==> config.mk <==
export PLATFORM = sky130hd
export DESIGN_NAME = sar_adc_front_control
export DESIGN_NICKNAME = d
export VERILOG_FILES = /design/src/shared/adc_pkg.sv /design/src/shared/conv_if.sv /design/src/logic/sar_engine.sv /design/src/logic/sar_adc_front_control.sv
export SDC_FILE = /design/constraint.sdc
export NUM_CORES = 1
export LEC_CHECK = 0
export BUFFER_PORTS_ARGS = -buffer_cell sky130_fd_sc_hd__buf_2
export CAP_MARGIN = 20
export CORE_ASPECT_RATIO = 0.75
export CORE_MARGIN = 3
export CORE_UTILIZATION = 40
export CTS_CLUSTER_SIZE = 20
export DETAILED_ROUTE_END_ITERATION = 12
export SETUP_SLACK_MARGIN = 0.02
export SYNTH_ARGS = -nofsm -noshare
export SYNTH_HDL_FRONTEND = slang
export SYNTH_SLANG_ARGS = --single-unit
==> constraint.sdc <==
create_clock -name clock -period 3.38 [get_ports clock]
set_input_delay 0.338 -clock clock [delete_from_list [all_inputs] [get_ports clock]]
set_output_delay 0.338 -clock clock [all_outputs]
set_load 0.01 [all_outputs]
==> src/shared/adc_pkg.sv <==
// constants, types and helpers shared by the converter control logic
`default_nettype none
package adc_pkg;
  localparam int RES_W      = 12;
  localparam int CH_W       = 5;
  localparam int NUM_INPUTS = 28;

  // register byte offsets on the bus
  localparam logic [7:0] OFS_SC1  = 8'h00;
  localparam logic [7:0] OFS_SC2  = 8'h04;
  localparam logic [7:0] OFS_RES  = 8'h08;
  localparam logic [7:0] OFS_CMPV = 8'h0C;
  localparam logic [7:0] OFS_CFG  = 8'h10;

  // field positions
  localparam int SC1_DONE    = 7;
  localparam int SC1_IEN     = 6;
  localparam int SC1_CONT    = 5;
  localparam int SC2_ACT     = 7;
  localparam int SC2_HWT     = 6;
  localparam int SC2_CFE     = 5;
  localparam int SC2_GE      = 4;
  localparam int CFG_DIV_LSB = 5;
  localparam int CFG_FMT_LSB = 2;
  localparam int CFG_SRC_LSB = 0;

  // channel codes
  localparam logic [CH_W-1:0] CH_RSV24 = 5'h18;
  localparam logic [CH_W-1:0] CH_RSV25 = 5'h19;
  localparam logic [CH_W-1:0] CH_TEMP  = 5'h1A;
  localparam logic [CH_W-1:0] CH_BGAP  = 5'h1B;
  localparam logic [CH_W-1:0] CH_RSV28 = 5'h1C;
  localparam logic [CH_W-1:0] CH_OFF   = 5'h1F;

  // reset values
  localparam logic [CH_W-1:0] CHAN_RESET = CH_OFF;

  // timing
  localparam logic [3:0] SAMPLE_TICKS    = 4'h4;
  // cycles the comparator answer needs to cross its synchroniser after a new trial code
  localparam logic [2:0] CMP_SETTLE      = 3'h5;
  localparam int         CLK_PERIOD_NS   = 5;
  localparam int         LOCAL_PERIOD_NS = 200;
  localparam logic [5:0] LOCAL_CYCLES    = 6'(LOCAL_PERIOD_NS / CLK_PERIOD_NS);

  typedef enum logic [1:0] {
    SRC_BUS      = 2'b00,
    SRC_BUS_HALF = 2'b01,
    SRC_ALT      = 2'b10,
    SRC_LOCAL    = 2'b11
  } clk_src_t;

  typedef enum logic [1:0] {
    FMT_8  = 2'b00,
    FMT_12 = 2'b01,
    FMT_10 = 2'b10
  } fmt_t;

  typedef enum logic [1:0] {
    SAR_IDLE    = 2'b00,
    SAR_SAMPLE  = 2'b01,
    SAR_CONVERT = 2'b10
  } sar_state_t;

  // three-stage synchroniser: a change counts once stages two and three agree
  function automatic logic sync_filter(logic [2:0] sy, logic prev);
    return (sy[1] == sy[2]) ? sy[2] : prev;
  endfunction : sync_filter
endpackage : adc_pkg
`default_nettype wire

==> src/shared/conv_if.sv <==
// handshake between the control front end and the approximation engine
`timescale 1ns/100ps
`default_nettype none
interface conv_if;
  import adc_pkg::*;
  logic             tick;
  logic             start;
  logic             abort;
  logic             cmp;
  logic             busy;
  logic             done;
  logic [RES_W-1:0] code;
  modport ctrl (output tick, output start, output abort, output cmp,
                input busy, input done, input code);
  modport eng  (input tick, input start, input abort, input cmp,
                output busy, output done, output code);
endinterface : conv_if
`default_nettype wire

==> src/logic/sar_engine.sv <==
// successive approximation sequencer: sample phase, then one bit per tick
`timescale 1ns/100ps
`default_nettype none
module sar_engine (
  input  wire logic clock,
  input  wire logic rst_b,
  conv_if.eng       cv
);
  import adc_pkg::*;

  typedef struct packed {
    sar_state_t       state;
    logic [RES_W-1:0] code;
    logic [3:0]       bit_idx;
    logic [3:0]       cnt;
    logic             done;
  } eng_t;

  eng_t s_reg;
  eng_t s_next;

  always_comb begin
    s_next      = s_reg;
    s_next.done = 1'b0;
    if (cv.start) begin
      s_next.state = SAR_SAMPLE;
      s_next.cnt   = 4'h0;
      s_next.code  = '0;
    end else if (cv.abort) begin
      s_next.state = SAR_IDLE;
    end else begin
      unique case (s_reg.state)
        SAR_IDLE: begin
        end
        SAR_SAMPLE: begin
          if (cv.tick) begin
            s_next.cnt = s_reg.cnt + 4'h1;
            if (s_reg.cnt == SAMPLE_TICKS - 4'h1) begin
              s_next.state   = SAR_CONVERT;
              s_next.bit_idx = 4'(RES_W - 1);
              s_next.code    = 12'h800;
            end
          end
        end
        SAR_CONVERT: begin
          // comparator high means the input is at or above the trial level
          if (cv.tick) begin
            if (!cv.cmp) s_next.code[s_reg.bit_idx] = 1'b0;
            if (s_reg.bit_idx == 4'h0) begin
              s_next.done  = 1'b1;
              s_next.state = SAR_IDLE;
            end else begin
              s_next.bit_idx                   = s_reg.bit_idx - 4'h1;
              s_next.code[s_reg.bit_idx - 4'h1] = 1'b1;
            end
          end
        end
        default: s_next.state = SAR_IDLE;
      endcase
    end
  end

  always_ff @(posedge clock or negedge rst_b) begin
    if (!rst_b) begin
      s_reg <= '0;
    end else begin
      s_reg <= s_next;
    end
  end

  assign cv.code = s_reg.code;
  assign cv.done = s_reg.done;
  assign cv.busy = (s_reg.state != SAR_IDLE);
endmodule : sar_engine
`default_nettype wire

==> src/logic/sar_adc_front_control.sv <==
// control front end of the 12-bit converter: APB registers, clocking, triggers
`timescale 1ns/100ps
`default_nettype none
module sar_adc_front_control (
  input  wire logic                 clock,
  input  wire logic                 rst_b,
  input  wire logic [7:0]           paddr,
  input  wire logic                 psel,
  input  wire logic                 penable,
  input  wire logic                 pwrite,
  input  wire logic [31:0]          pwdata,
  output logic      [31:0]          prdata,
  output logic                      pready,
  output logic                      pslverr,
  input  wire logic                 alternate_clock_input,
  input  wire logic                 hardware_trigger_input,
  input  wire logic                 comparator_in,
  input  wire logic                 wait_mode,
  input  wire logic                 stop2_mode,
  input  wire logic                 stop3_mode,
  output logic [adc_pkg::CH_W-1:0]  channel_select,
  output logic                      temp_sensor_en,
  output logic                      bandgap_en,
  output logic                      converter_power,
  output logic [adc_pkg::RES_W-1:0] dac_code,
  output logic                      conv_irq
);
  import adc_pkg::*;

  typedef struct packed {
    logic [2:0]       trig_sync;
    logic [2:0]       alt_sync;
    logic [2:0]       cmp_sync;
    logic             trig_f;
    logic             alt_f;
    logic             cmp_f;
    logic [CH_W-1:0]  chan;
    logic             ien;
    logic             cont;
    logic             hwt;
    logic             cfe;
    logic             ge;
    logic             done;
    logic [1:0]       src;
    logic [1:0]       fmt;
    logic [1:0]       div;
    logic [RES_W-1:0] cmpv;
    logic [RES_W-1:0] result;
    logic             half_tgl;
    logic [5:0]       local_cnt;
    logic [2:0]       div_cnt;
    logic             tick;
    logic             pend;
    logic [2:0]       settle;
    logic             start;
    logic             abort;
    logic             pready;
    logic             pslverr;
    logic [31:0]      prdata;
    logic             irq;
    logic [CH_W-1:0]  mux_sel;
    logic             temp_en;
    logic             bg_en;
    logic             powered;
  } st_t;

  st_t    s_reg;
  st_t    s_next;
  conv_if cv ();

  sar_engine u_engine (
    .clock (clock),
    .rst_b (rst_b),
    .cv    (cv.eng)
  );

  logic             setup;
  logic             access;
  logic             mapped;
  logic             src_en;
  logic             trig_rise;
  logic             alt_rise;
  logic             cmp_ok;
  logic             wr_sc1;
  logic             rd_res;
  logic             busy_any;
  logic             clk_gone;
  logic [2:0]       div_last;
  logic [RES_W-1:0] fres;

  assign setup  = psel & ~penable;
  assign access = psel & penable & s_reg.pready;

  always_comb begin
    unique case (paddr)
      OFS_SC1, OFS_SC2, OFS_RES, OFS_CMPV, OFS_CFG: mapped = 1'b1;
      default:                                      mapped = 1'b0;
    endcase
  end

  always_comb begin
    s_next    = s_reg;
    src_en    = 1'b0;
    fres      = '0;
    cmp_ok    = 1'b0;
    div_last  = 3'((4'h1 << s_reg.div) - 4'h1);
    busy_any  = cv.busy | s_reg.start;
    wr_sc1    = access & pwrite & ~s_reg.pslverr & (paddr == OFS_SC1);
    rd_res    = access & ~pwrite & ~s_reg.pslverr & (paddr == OFS_RES);

    // pins from other domains: three stages, second and third must agree
    s_next.trig_sync = {s_reg.trig_sync[1:0], hardware_trigger_input};
    s_next.alt_sync  = {s_reg.alt_sync[1:0], alternate_clock_input};
    s_next.cmp_sync  = {s_reg.cmp_sync[1:0], comparator_in};
    s_next.trig_f    = sync_filter(s_reg.trig_sync, s_reg.trig_f);
    s_next.alt_f     = sync_filter(s_reg.alt_sync, s_reg.alt_f);
    s_next.cmp_f     = sync_filter(s_reg.cmp_sync, s_reg.cmp_f);
    trig_rise        = s_next.trig_f & ~s_reg.trig_f;
    alt_rise         = s_next.alt_f & ~s_reg.alt_f;

    // source clock enables; the local oscillator is a free divider of the bus clock
    s_next.half_tgl  = ~s_reg.half_tgl;
    s_next.local_cnt = (s_reg.local_cnt == LOCAL_CYCLES - 6'h1) ? 6'h0
                                                                : s_reg.local_cnt + 6'h1;
    unique case (clk_src_t'(s_reg.src))
      SRC_BUS:      src_en = 1'b1;
      SRC_BUS_HALF: src_en = s_reg.half_tgl;
      SRC_ALT:      src_en = alt_rise;
      SRC_LOCAL:    src_en = (s_reg.local_cnt == 6'h0);
    endcase
    // bus and alternate clocks are gone in stop3; only the local one survives
    clk_gone = stop2_mode || (stop3_mode && s_reg.src != SRC_LOCAL);
    if (clk_gone) src_en = 1'b0;

    s_next.tick   = 1'b0;
    s_next.settle = (s_reg.settle != 3'h0) ? s_reg.settle - 3'h1 : 3'h0;
    if (src_en) begin
      if (s_reg.div_cnt >= div_last) begin
        s_next.div_cnt = 3'h0;
        s_next.pend    = 1'b1;
      end else begin
        s_next.div_cnt = s_reg.div_cnt + 3'h1;
      end
    end
    // the comparator answer crosses three synchroniser flops and the filter flop, so each trial code needs time to
    // reach the engine; fast settings therefore convert slower than the divider asks
    if (s_next.pend && s_reg.settle == 3'h0 && !clk_gone) begin
      s_next.pend   = 1'b0;
      s_next.tick   = 1'b1;
      s_next.settle = CMP_SETTLE;
    end

    // conversion results: format, compare, latch
    unique case (s_reg.fmt)
      FMT_10:  fres = {2'h0, cv.code[RES_W-1:2]};
      FMT_8:   fres = {4'h0, cv.code[RES_W-1:4]};
      default: fres = cv.code;
    endcase
    cmp_ok = s_reg.ge ? (fres >= s_reg.cmpv) : (fres < s_reg.cmpv);

    // flag clear by control write or result read; a same-cycle set wins below
    if (wr_sc1 || rd_res) s_next.done = 1'b0;
    if (cv.done && (!s_reg.cfe || cmp_ok)) begin
      s_next.done   = 1'b1;
      s_next.result = fres;
    end

    // conversion starts
    s_next.start = 1'b0;
    s_next.abort = 1'b0;
    if (cv.done && s_reg.cont && s_reg.chan != CH_OFF && !stop2_mode) begin
      s_next.start = 1'b1;
    end
    if (trig_rise && s_reg.hwt && !busy_any && s_reg.chan != CH_OFF && !stop2_mode) begin
      s_next.start = 1'b1;
    end

    // APB register access
    s_next.pready  = setup;
    s_next.pslverr = setup & ~mapped;
    s_next.prdata  = 32'h0;
    if (setup && !pwrite) begin
      unique case (paddr)
        OFS_SC1:  s_next.prdata = {24'h0, s_reg.done, s_reg.ien, s_reg.cont, s_reg.chan};
        OFS_SC2:  s_next.prdata = {24'h0, busy_any, s_reg.hwt, s_reg.cfe, s_reg.ge, 4'h0};
        OFS_RES:  s_next.prdata = {20'h0, s_reg.result};
        OFS_CMPV: s_next.prdata = {20'h0, s_reg.cmpv};
        OFS_CFG:  s_next.prdata = {25'h0, s_reg.div, 1'b0, s_reg.fmt, s_reg.src};
        default:  s_next.prdata = 32'h0;
      endcase
    end
    if (access && pwrite && !s_reg.pslverr) begin
      unique case (paddr)
        OFS_SC1: begin
          s_next.ien   = pwdata[SC1_IEN];
          s_next.cont  = pwdata[SC1_CONT];
          s_next.chan  = pwdata[CH_W-1:0];
          s_next.abort = 1'b1;
          // all ones only stops; reserved codes still run a conversion
          s_next.start = (pwdata[CH_W-1:0] != CH_OFF) && !s_reg.hwt
                         && !stop2_mode;
        end
        OFS_SC2: begin
          s_next.hwt = pwdata[SC2_HWT];
          s_next.cfe = pwdata[SC2_CFE];
          s_next.ge  = pwdata[SC2_GE];
        end
        OFS_CMPV: s_next.cmpv = pwdata[RES_W-1:0];
        OFS_CFG: begin
          s_next.div = pwdata[CFG_DIV_LSB +: 2];
          s_next.fmt = pwdata[CFG_FMT_LSB +: 2];
          s_next.src = pwdata[CFG_SRC_LSB +: 2];
        end
        default: s_next.cmpv = s_reg.cmpv;
      endcase
    end
    if (stop2_mode) s_next.abort = 1'b1;

    // analog side routing
    s_next.powered = (s_next.chan != CH_OFF) && !stop2_mode;
    s_next.mux_sel = s_next.chan;
    s_next.temp_en = s_next.powered && (s_next.chan == CH_TEMP);
    s_next.bg_en   = s_next.powered && (s_next.chan == CH_BGAP);
    s_next.irq     = s_next.done & s_next.ien;
  end

  always_ff @(posedge clock or negedge rst_b) begin
    if (!rst_b) begin
      s_reg      <= '0;
      s_reg.chan <= CHAN_RESET;
    end else begin
      s_reg <= s_next;
    end
  end

  assign cv.tick  = s_reg.tick;
  assign cv.start = s_reg.start;
  assign cv.abort = s_reg.abort;
  assign cv.cmp   = s_reg.cmp_f;

  assign prdata          = s_reg.prdata;
  assign pready          = s_reg.pready;
  assign pslverr         = s_reg.pslverr;
  assign channel_select  = s_reg.mux_sel;
  assign temp_sensor_en  = s_reg.temp_en;
  assign bandgap_en      = s_reg.bg_en;
  assign converter_power = s_reg.powered;
  assign dac_code        = cv.code;
  assign conv_irq        = s_reg.irq;
endmodule : sar_adc_front_control
`default_nettype wire

Word level (Yosys, flattened, before mapping)
Cells that the tools add are included.
{ "word_totals": {"reg_bits": 136, "output_inout_bits": 55, "elab_cells": 216} }
{ "classes": {"addsub": 6, "order_cmp": 7, "n_eq_ne": 34, "shifts": 1, "mux": 50, "bitwise": 26, "reduce_logical": 53} }
{ "op_table": {"columns": ["op", "count"], "rows": [
  ["two-way mux 12 bit", 6],
  ["one-hot mux 12 bit (5 select lines)", 1],
  ["two-way mux 18 bit", 2],
  ["one-hot mux 16 bit (2 select lines)", 1],
  ["one-hot mux 12 bit (2 select lines)", 1],
  ["two-way mux 22 bit", 1],
  ["logical AND 1 bit", 21],
  ["two-way mux 21 bit", 1],
  ["two-way mux 1 bit", 18],
  ["== test 8 x 4 -> 1 bit, second input constant", 2],
  ["two-way mux 16 bit", 1],
  ["!= test 5 bit, second input constant", 3],
  ["two-way mux 14 bit", 1],
  ["AND 1 bit", 13],
  ["AND 12 bit", 1],
  ["greater-or-equal comparator 12 bit", 1],
  ["< comparator 12 bit", 1],
  ["NOT 12 bit", 1],
  ["bitwise OR 12 bit", 1],
  ["== test 5 bit, second input constant", 2],
  ["< comparator 4 x 5 -> 1 bit, second input constant", 2],
  ["two-way mux 10 bit", 1],
  ["AND reduction 5 bit", 2],
  ["two-way mux 3 bit", 3],
  ["other kinds (44)", 90]
]} }

Depth between registers and ports, before layout
Gate-level depths: netlist (run 1).
{ "logic_depth": {"ltp_word": 17, "depth_mapped": 12} }

Cells and area by module
A second synthesis (run 1) with hierarchy kept.
{ "hier_totals": {"cells_unflattened": 557, "area_unflattened_um2": 6110.9} }
{ "modules_own_cells": {"columns": ["module", "instances", "cells_per_inst", "area_per_inst_um2"], "rows": [
  ["sar_adc_front_control", 1, 423, 4752.1],
  ["sar_engine", 1, 134, 1358.8]
]} }

Worst setup path after synthesis (run 1)
OpenSTA, ideal clock, no wires.
{ "synth_timing": {"kind": "register -> register", "start": "register s_reg[87] (netlist name)", "end": "register s_reg[64] (netlist name)", "setup_ns": 0.125, "t_arrival_ns": 2.876, "required_ns": 3.255, "path_slack_ns": 0.379, "path_stages_with_launch": 12, "n_path_buf": 2, "synth_period_minus_slack_ns": 3.001, "path_cell_list": "dfrtp_1 > buf_1 > mux2i_1 > o21ai_0 > ha_1 > and3_1 > a221o_1 > a31oi_1 > nand4_1 > nand3_1 > buf_2 > mux2_2"} }
{ "synth_between": {"elab_chain_len": 6, "word_cells_on_any_way": 8, "cone_classes": "2 x order compare; 1 x eq/ne; 2 x mux; 3 x reduce/logical"} }
{ "synth_lines": {"columns": ["element", "line_no", "text"], "rows": [
  ["start: declaration", "sar_adc_front_control.sv:67", "st_t s_reg;"],
  ["start signal: assignment", "sar_adc_front_control.sv:232", "s_reg <= s_next;"],
  ["== test 2 bit or zero test 2 bit (tied branches)", "sar_adc_front_control.sv:154", "unique case (s_reg.fmt)"],
  ["one-hot mux 12 bit (2 select lines) (*)", "sar_adc_front_control.sv:154", null],
  ["net fres[3]", "sar_adc_front_control.sv:89", "logic [RES_W-1:0] fres;"],
  ["< comparator 12 bit or greater-or-equal comparator 12 bit (tied branches)", "sar_adc_front_control.sv:159", "cmp_ok = s_reg.ge ? (fres >= s_reg.cmpv) : (fres < s_reg.cmpv);"],
  ["two-way mux 1 bit (*)", "sar_adc_front_control.sv:159", null],
  ["logical OR 1 bit (*)", "sar_adc_front_control.sv:163", "if (cv.done && (!s_reg.cfe || cmp_ok)) begin"],
  ["logical AND 1 bit (*)", "sar_adc_front_control.sv:163", null]
]} }
Mark *: on every way through the listed nets, which the timed path passes. The rest lies on a longest branch.
A chain may end at the register's enable or synchronous reset.

Final worst setup path (run 1)
{ "layout_timing": {"start": "register s_reg[87] (netlist name)", "end": "register s_reg[65] (netlist name)"} }
Same word-level chain as after synthesis.

==> results of run 1 <==
[cell families (layout without fill, tap and decap cells)]
kind of cell    count (synthesis)  count (layout)  share of synthesized area (%)
simple gates                  151             151                           13.4
flops                         116             116                           48.8
compound gates                115             115                           11.8
buf+inv                       100             127                           9.72
mux                            55              55                           10.4
fa+ha+maj                      24              24                           4.91
xor+xnor                        6               6                          0.882
other cells                     1              20                         0.0629
[worst max path at each step]
stage | start | endpoint | slack (ps)
2_1_floorplan | s_reg[87]$_DFFE_PN0P_ | s_reg[64]$_DFFE_PN0P_ | 380
3_3_place_gp | s_reg[87]$_DFFE_PN0P_ | s_reg[68]$_DFFE_PN0P_ | 440
3_5_place_dp | s_reg[87]$_DFFE_PN0P_ | s_reg[70]$_DFFE_PN0P_ | 410
4_1_cts | s_reg[87]$_DFFE_PN0P_ | s_reg[70]$_DFFE_PN0P_ | 390
5_1_grt | s_reg[87]$_DFFE_PN0P_ | s_reg[71]$_DFFE_PN0P_ | 160
6_report | s_reg[87]$_DFFE_PN0P_ | s_reg[65]$_DFFE_PN0P_ | 370
[layer usage]
| layer | global-route usage, % | wire, um |
|---|---|---|
| met1 | 24.1 | 6390 |
| met2 | 24.9 | 5940 |
| met3 | 4.35 | 840 |
| met4 | 4.97 | 185 |
| met5 | 0 | 7 |
[synthesized netlist by cell type, types with 3 or more instances]
library cell	number
dfrtp_1	111
buf_4	51
o21ai_0	49
mux2_2	40
nand2_1	40
nor2_1	35
inv_1	27
a21oi_1	26
ha_1	21
clkbuf_1	16
mux2i_1	13
nand3_1	13
nor2b_1	8
or2_2	8
a31oi_1	6
a222oi_1	5
a22oi_1	5
and3_1	5
dfstp_2	5
nand2b_1	5
nand3b_1	5
and2_1	4
buf_2	4
nand4_1	4
nor3b_1	4
a21o_1	3
a22o_1	3
maj3_1	3
nor3_1	3
xnor2_1	3
xor2_1	3
[metrics by stage]
stage | power [mW] | utilization, % | cells
6_report | 3.42 | 47.9 | 809
5_1_grt | 3.54 | 47.9 | 809
4_1_cts | 3.46 | 47.9 | 809
3_5_place_dp | 1.64 | 43.7 | 779
3_3_place_gp | 1.63 | 43.7 | 779
2_1_floorplan | 1.58 | - | 587
[critical path: cells and delay by family (launching register included)]
family	cells	cell delay [ps]
flops	1	680
buf+inv	1	200
fa+ha+maj	1	330
compound gates	3	660
mux	2	570
simple gates	3	440
[final cells by class]
cell class                      count  area share [%]
Clock buffer                       20            6.75
Tap cell                          195            3.61
Inverter                           27            1.50
Timing Repair Buffer               70            5.62
Multi-Input combinational cell    371            37.6
Sequential cell                   116            43.0
Clock inverter                     10            1.96
[power by group]
group | switching [mW] | internal (mW)
Clock | 0.619 | 1.18
Combinational | 0.106 | 0.0607
Sequential | 0.0265 | 1.43
Total | 0.751 | 2.67
==> summary.txt, run 1 <==
Worst setup path
  • Reg2Reg Setup Slack: 370 ps
  • CP Data Arrival Time: 3300 ps
  • R2R depth: 10
  • Sequence of cells on the critical path: mux2i_1, o21ai_0, ha_1, and3_1, a221o_1, a31oi_1, nand4_1, nand3_1, buf_4, mux2_2
  • Critical path type: flip-flop to flip-flop
  • Worst Path Required: 3670 ps
  • Reg-to-Reg Start: s_reg[87]$_DFFE_PN0P_
  • CP max stage cell: dfrtp_1
  • Max Fanout on Critical Path: 12
  • R2r endpoint: s_reg[65]$_DFFE_PN0P_
  • Startpoint Class: flip-flop
  • Max stage delay on crit path: 680 ps
  • Crit end category: flip-flop

Pwr
  • Pwr/cell area: 506 nW/um2
  • Pleak: 3.16 nW
  • Maximum vdd drop: 0.328 mV

Timing
  • Fmax: 332 MHz
  • Slew HR: 49.2%
  • Clock Skew: 8.32 ps
  • Final setup viols: 0
  • Period utilization: 89.0%
  • Final Critical Period: 3010 ps
  • Hold Fails Final Rpt: 0
  • Setup_tns: 0 ps
  • Hold WS: 9.40 ps
  • RSZ-0062 raised after global routing: no
  • Setup WS post-layout: 371 ps
  • Max-slew violations: 0
  • Measured slew at the worst slew-check pin: 762 ps

Final layout
  • Layout cells sized above 1: 27.2%
  • Footprint of the multi-input gates: 2540 um2
  • Most frequent cells in the layout: dfrtp_1 (111), buf_2 (63), o21ai_0 (49)
  • Ant. Diodes: 0
  • Largest register FFs: 60
  • Most common cell after layout, fill and taps aside: dfrtp_1
  • Post-route cell area: 6770 um2
  • Nets@finish: 675
  • Fill cells: 1,266
  • Register area: 2910 um2
  • Area delta synth->final: 13.5%

GRT
  • GR Util All Layers: 16.7%
  • Pin count of the biggest net entering global routing: 60
  • Vias in the first global route: 4,178
  • Grt ovf: 0
  • First-pass GRT wire length: 21,900 um
  • Initial antenna violation count: 1

Route
  • Vias: 4,259
  • DR DRC count: 0
  • Via density per instance: 5.26
  • DRT Pass-1 Iters: 5
  • Detailed router's first-iteration violation count: 305
  • DRT antenna net count: 0
  • Avg WL per Cell: 16.5 um
  • Final wirelength: 13,400 um

Yosys
  • Synth Warn #: 0
  • Number of distinct library cells after synthesis: 63
  • Async set-reset flop share out of synthesis: 100%
  • Cell taking the most area after synthesis: dfrtp_1
  • Area of the mapped netlist: 5960 um2
  • Avg Cell Area, Syn: 10.5 um2
  • Yosys reg bits: 116
  • Dominant synthesized flop cell: dfrtp_1
  • Seq/Total Area, Yosys: 48.8%
  • Synth top area cells: dfrtp_1 (47%), mux2_2 (7.6%), buf_4 (6.4%)
  • Post-synth EDFFs: 0
  • Synth Instances: 568
  • Top cell type's share of synthesized area: 46.6%

Clock network
  • Max Root-Sink Buffers: 2
  • Worst-path clk slew: 50 ps
  • CTS tree: yes
  • Worst-Skew Late Latency: 410 ps
  • H-tree depth: 4
  • Root Buffer: clkbuf_16
  • Num CTS Buffers: 17
  • Post-CTS setup buffer count: 0
  • Post_cts resized: 0
  • Clock sinks: 116
  • Hold_buf cts: 0

Min path
  • Worst min-delay path class: input port to asynchronous set/reset pin

Floorplanning
  • Die area: 16,400 um2
  • Number of placed I/O pins: 106
  • Vert. Die Dim: 112 um
  • Std-Cell Rows: 37
  • Initial Util: 42.2%
  • Core area: 14,100 um2
  • Die X: 147 um

Placed design
  • Dpl cell area: 6180 um2
  • PortBufs: 64
  • DP HPWL: 9590 um
  • Placer's final routability congestion estimate: 0.847
  • Pre-CTS setup slack: 412 ps

Outcome
  • Status: finished, final reports clean

Flow run
  • Max Cap Viol: 0
(Power assumes the default switching activity.)
==> run 2: changes to the inputs <==
- CORE_ASPECT_RATIO: 0.75 -> default
- HOLD_SLACK_MARGIN: default -> 0.1
- SETUP_SLACK_MARGIN: 0.02 -> 0.4
==> run 2 against run 1 <==
Core utilization grew 0.26 points. Critical path depth is the same. Power grew 4.7%. Combinational power is essentially flat. Critical path type unchanged.
==> summary.txt, run 2 (synthesized netlist as in run 1, its figures left out) <==
Outcome
  • Status: finished, final reports clean

GRT
  • Vias in the first global route: 4,175
  • Pin count of the biggest net entering global routing: 56
  • Grt ovf: 0
  • GR Util All Layers: 16.8%
  • First-pass GRT wire length: 21,400 um
  • Initial antenna violation count: 0

Placed design
  • DP HPWL: 9480 um
  • Pre-CTS setup slack: 421 ps
  • Placer's final routability congestion estimate: 0.877
  • PortBufs: 64

Final layout
  • Area delta synth->final: 14.8%
  • Largest register FFs: 60
  • Register area: 2910 um2
  • Layout cells sized above 1: 27.7%
  • Layout Utilization: 48.2%
  • Footprint of the multi-input gates: 2540 um2
  • Most common cell after layout, fill and taps aside: dfrtp_1
  • Fill cells: 1,286
  • Ant. Diodes: 0
  • Nets@finish: 680
  • Most frequent cells in the layout: dfrtp_1 (109), buf_2 (63), o21ai_0 (48)

Route
  • Via density per instance: 5.23
  • DR DRC count: 0
  • Detailed router's first-iteration violation count: 372
  • Vias: 4,187
  • DRT antenna net count: 0
  • Final wirelength: 13,100 um
  • DRT Pass-1 Iters: 5
  • Avg WL per Cell: 16.3 um

Timing
  • Measured slew at the worst slew-check pin: 731 ps
  • Hold Fails Final Rpt: 0
  • Period utilization: 83.3%
  • Max-slew violations: 0
  • Setup WS post-layout: 564 ps
  • Clock Skew: 10.1 ps
  • Final setup viols: 0
  • Final Critical Period: 2820 ps
  • Hold WS: 128 ps
  • Fmax: 355 MHz
  • RSZ-0062 raised after global routing: no
  • Setup_tns: 0 ps
  • Slew HR: 51.3%

Worst setup path
  • Worst setup path end: s_reg[67]$_DFFE_PN0P_
  • Critical path type: flip-flop to flip-flop
  • Crit end category: flip-flop
  • R2R depth: 10
  • Worst Path Required: 3670 ps
  • Reg-to-Reg Start: s_reg[87]$_DFFE_PN0P_
  • Reg2Reg Setup Slack: 560 ps
  • Max Fanout on Critical Path: 12
  • Startpoint Class: flip-flop
  • CP Data Arrival Time: 3110 ps
  • R2r endpoint: s_reg[67]$_DFFE_PN0P_
  • Critical path launch point: s_reg[87]$_DFFE_PN0P_

Clock network
  • Clock sinks: 116
  • Root Buffer: clkbuf_16
  • Num CTS Buffers: 17
  • Worst-path clk slew: 50 ps
  • Worst-Skew Late Latency: 420 ps
  • CTS tree: yes
  • H-tree depth: 4
  • Max Root-Sink Buffers: 2
  • Post-CTS setup buffer count: 0

Floorplanning
  • Vert. Die Dim: 128 um
  • Core area: 14,200 um2
  • Initial Util: 42.0%
  • Die X: 128 um
  • Number of placed I/O pins: 106
  • Std-Cell Rows: 43
  • Die area: 16,400 um2

Pwr
  • Maximum vdd drop: 0.352 mV
  • Pleak: 3.20 nW
  • Pwr/cell area: 524 nW/um2
  • Total power: 3.58 mW

Flow run
  • Max Cap Viol: 0

Min path
  • Worst min-delay path class: input port to flip-flop
[run 2: worst max-delay path, stage by stage, from the launching register on]
cell	delay (ps)
dfrtp_2	520
mux2i_1	160
o21ai_0	260
ha_1	300
and3_1	180
a221o_1	350
a31oi_1	180
nand4_1	110
nand3_1	110
buf_4	180
mux2_2	350
[run 2: stage by stage]
| stage | std cells | instance area, um2 |
|---|---|---|
| 2_1_floorplan | 587 | 6030 |
| 3_3_place_gp | 765 | 6150 |
| 6_report | 801 | 6840 |
| 4_1_cts | 801 | 6840 |
| 5_1_grt | 801 | 6840 |
| 3_5_place_dp | 765 | 6150 |
[run 2: how the worst min path moves through the flow]
| stage | from | to | cells after the start | slack, ps |
|---|---|---|---|---|
| 4_1_cts | penable | pready$_DFF_PN0_ | 2 | 110 |
| 2_1_floorplan | rst_b | bandgap_en$_DFF_PN0_ | 0 | 40 |
| 6_report | penable | pready$_DFF_PN0_ | 2 | 130 |
| 5_1_grt | penable | pready$_DFF_PN0_ | 2 | 120 |
| 3_5_place_dp | s_next[105]$_DFF_PN0_ | s_next[106]$_DFF_PN0_ | 0 | 340 |
| 3_3_place_gp | s_next[108]$_DFF_PN0_ | s_next[109]$_DFF_PN0_ | 0 | 330 |
[run 2: power breakdown]
group / switching, mW / internal [mW] / leakage [nW]
logic: 0.103 / 0.0624 / 1.35
clock network: 0.641 / 1.32 / 0.309
registers: 0.0254 / 1.43 / 1.54
total: 0.769 / 2.81 / 3.20
[run 2: repair_timing]
item | 4_1_cts | 5_1_grt
endpoints found under the hold margin | 53 | 0
hold buffers | 4 | 0
resized for setup | 0 | 3
setup endpoints to repair | 0 | 12
[run 2: routing by layer]
metal | routed length, um | global-route usage [%] | up-vias
li1 | - | - | 2010
met5 | 0 | 0 | -
met3 | 795 | 4.96 | 20
met2 | 6120 | 26.0 | 136
met4 | 159 | 6.12 | 0
met1 | 6010 | 22.4 | 2021
[run 2: final cells by class]
class                   count  area share, %
well taps                 180           3.29
repair buffers             75           6.07
clock buffers              19           6.47
multi-input cells         371           37.1
inverters                  27           1.48
clock inverters            13           3.00
flip-flops and latches    116           42.5
==> run 3: changes to the inputs <==
- clock period: 3.38 -> 2.6 ns (I/O delays scaled with it)
==> run 3 against run 2 <==
The flow now finishes with violations (setup timing). Clock-buffer cell count increased by 3. Sequential cell count did not move. Final cell count up 3.9%. Die area stayed put. Fmax increased by 6.6%. Critical path type unchanged.
==> summary.txt, run 3 (synthesized netlist as in run 1, its figures left out) <==
Floorplanning
  • Core area: 14,200 um2
  • Vert. Die Dim: 128 um
  • Die area: 16,400 um2
  • Number of placed I/O pins: 106
  • Initial Util: 42.0%
  • Die X: 128 um
  • Std-Cell Rows: 43

Pwr
  • Pwr/cell area: 630 nW/um2
  • Reg power frac: 42.2%
  • Maximum vdd drop: 0.454 mV
  • Switching share of total power: 21.8%
  • Comb power frac: 5.4%
  • Switching power: 0.977 mW
  • Pleak: 3.36 nW
  • Pint: 3.50 mW
  • Clock power share: 52.4%

Route
  • DRT Pass-1 Iters: 5
  • Detailed router's first-iteration violation count: 373
  • Post-Route M1 WL: 6040 um
  • DR DRC count: 0
  • Via density per instance: 5.15
  • Metal2 WL: 6340 um
  • Final wirelength: 13,200 um
  • Met3 wire len: 671 um
  • Avg WL per Cell: 15.9 um
  • Vias: 4,288
  • DR top layer: met4
  • DRT antenna net count: 0

Timing
  • Slew HR: 57.3%
  • Final setup viols: 11
  • Hold Fails Final Rpt: 0
  • Max-slew violations: 0
  • RSZ-0062 raised after global routing: yes
  • Final Critical Period: 2640 ps
  • Setup WS post-layout: -42.6 ps
  • Clock Skew: 7.26 ps
  • Measured slew at the worst slew-check pin: 641 ps
  • Period utilization: 102%
  • Fmax: 378 MHz

Placed design
  • DP HPWL: 9660 um
  • PortBufs: 64
  • Dpl cell area: 6350 um2
  • Pre-CTS setup slack: -120 ps
  • Placer's final routability congestion estimate: 0.884

Final layout
  • Most frequent cells in the layout: dfrtp_1 (110), buf_2 (63), nand2_1 (40), o21ai_0 (40), mux2_2 (40)
  • Layout cells sized above 1: 30.8%
  • Most common cell after layout, fill and taps aside: dfrtp_1
  • Nets@finish: 711
  • Largest register FFs: 60
  • Post-route cell area: 7110 um2
  • Ant. Diodes: 0
  • Area delta synth->final: 19.2%

GRT
  • Initial antenna violation count: 0
  • Pin count of the biggest net entering global routing: 50
  • GR Util All Layers: 16.8%
  • Grt ovf: 0
  • Vias in the first global route: 4,175
  • First-pass GRT wire length: 21,300 um

Outcome
  • Failing checks: setup timing
  • Status: complete, but fails checks

Min path
  • Worst min-delay path class: input port to flip-flop

Worst setup path
  • Worst Path Required: 2900 ps
  • Crit end category: flip-flop
  • CP Data Arrival Time: 2940 ps
  • Max Fanout on Critical Path: 13
  • Startpoint Class: flip-flop
  • Critical path type: flip-flop to flip-flop

Clock network
  • Worst-Skew Late Latency: 420 ps
  • CTS tree: yes
  • H-tree depth: 4
  • Clock sinks: 116
  • Worst-path clk slew: 50 ps
  • Root Buffer: clkbuf_16
  • Num CTS Buffers: 17
  • Max Root-Sink Buffers: 2

Flow run
  • Max Cap Viol: 0
## run 3: per-stage QoR
| stage | instances | setup TNS [ps] | power, mW | utilization, % | hold WS [ps] |
|---|---|---|---|---|---|
| after floorplan | 587 | 0 | 2.05 | - | -35.6 |
| after global placement | 787 | -847 | 2.13 | 44.7 | 320 |
| after detailed placement | 787 | -1280 | 2.14 | 44.7 | 328 |
| after CTS | 830 | -223 | 4.53 | 49.7 | 120 |
| after global routing | 832 | -1570 | 4.65 | 50.0 | 137 |
| final | 832 | -359 | 4.48 | 50.0 | 135 |
## run 3: layer usage
metal	global-route usage (%)	vias up
li1	-	2060
met1	22.3	2105
met2	26.2	111
met3	4.38	12
met4	6.80	0
met5	0	-
## run 3: layout make-up
class | instances | area, um2
fillers | 1283 | 7100
clock inverters | 10 | 133
clock buffers | 22 | 464
flip-flops and latches | 116 | 2910
well taps | 180 | 225
multi-input cells | 371 | 2580
repair buffers | 106 | 691
inverters | 27 | 101
## run 3: repair_timing
action	4_1_cts	5_1_grt
buffers inserted	0	2
hold buffers	11	0
endpoints found under the hold margin	57	0
gates resized for setup	5	11
pin swaps	0	1
endpoints found under the setup margin	14	25
## run 3: power groups by stage
| stage | combinational (mW) | clock (mW) | sequential (mW) |
|---|---|---|---|
| after floorplan | 0.141 | 0 | 1.91 |
| after global placement | 0.211 | 0 | 1.92 |
| after detailed placement | 0.219 | 0 | 1.92 |
| after CTS | 0.233 | 2.41 | 1.89 |
| after global routing | 0.269 | 2.49 | 1.89 |
| final | 0.242 | 2.35 | 1.89 |
## run 3: worst max-delay path: stages (launching register included)
cell and delay (ps):
dfrtp_2 450, mux2i_1 140, o21ai_1 190, ha_1 290, and3_4 180, a221o_1 350, a31oi_1 190, nand4_1 140
nand3_2 100, buf_12 150, mux2_2 340
## run 3: path summary, 6_finish.rpt
| check | from | endpoint | slack (ps) | cells past startpoint |
|---|---|---|---|---|
| max in group asynchronous | rst_b | s_reg[87]$_DFFE_PN0P_ | 1470 | 3 |
| min | pwdata[1] | s_reg[89]$_DFFE_PN0P_ | 140 | 2 |
| max reg2reg | s_reg[87]$_DFFE_PN0P_ | s_reg[61]$_DFFE_PN0P_ | -40 | 10 |
| min in group asynchronous | rst_b | prdata[5]$_DFF_PN0_ | 420 | 2 |
| max | s_reg[87]$_DFFE_PN0P_ | s_reg[61]$_DFFE_PN0P_ | -40 | 10 |
| min reg2reg | s_next[105]$_DFF_PN0_ | s_next[106]$_DFF_PN0_ | 350 | 0 |
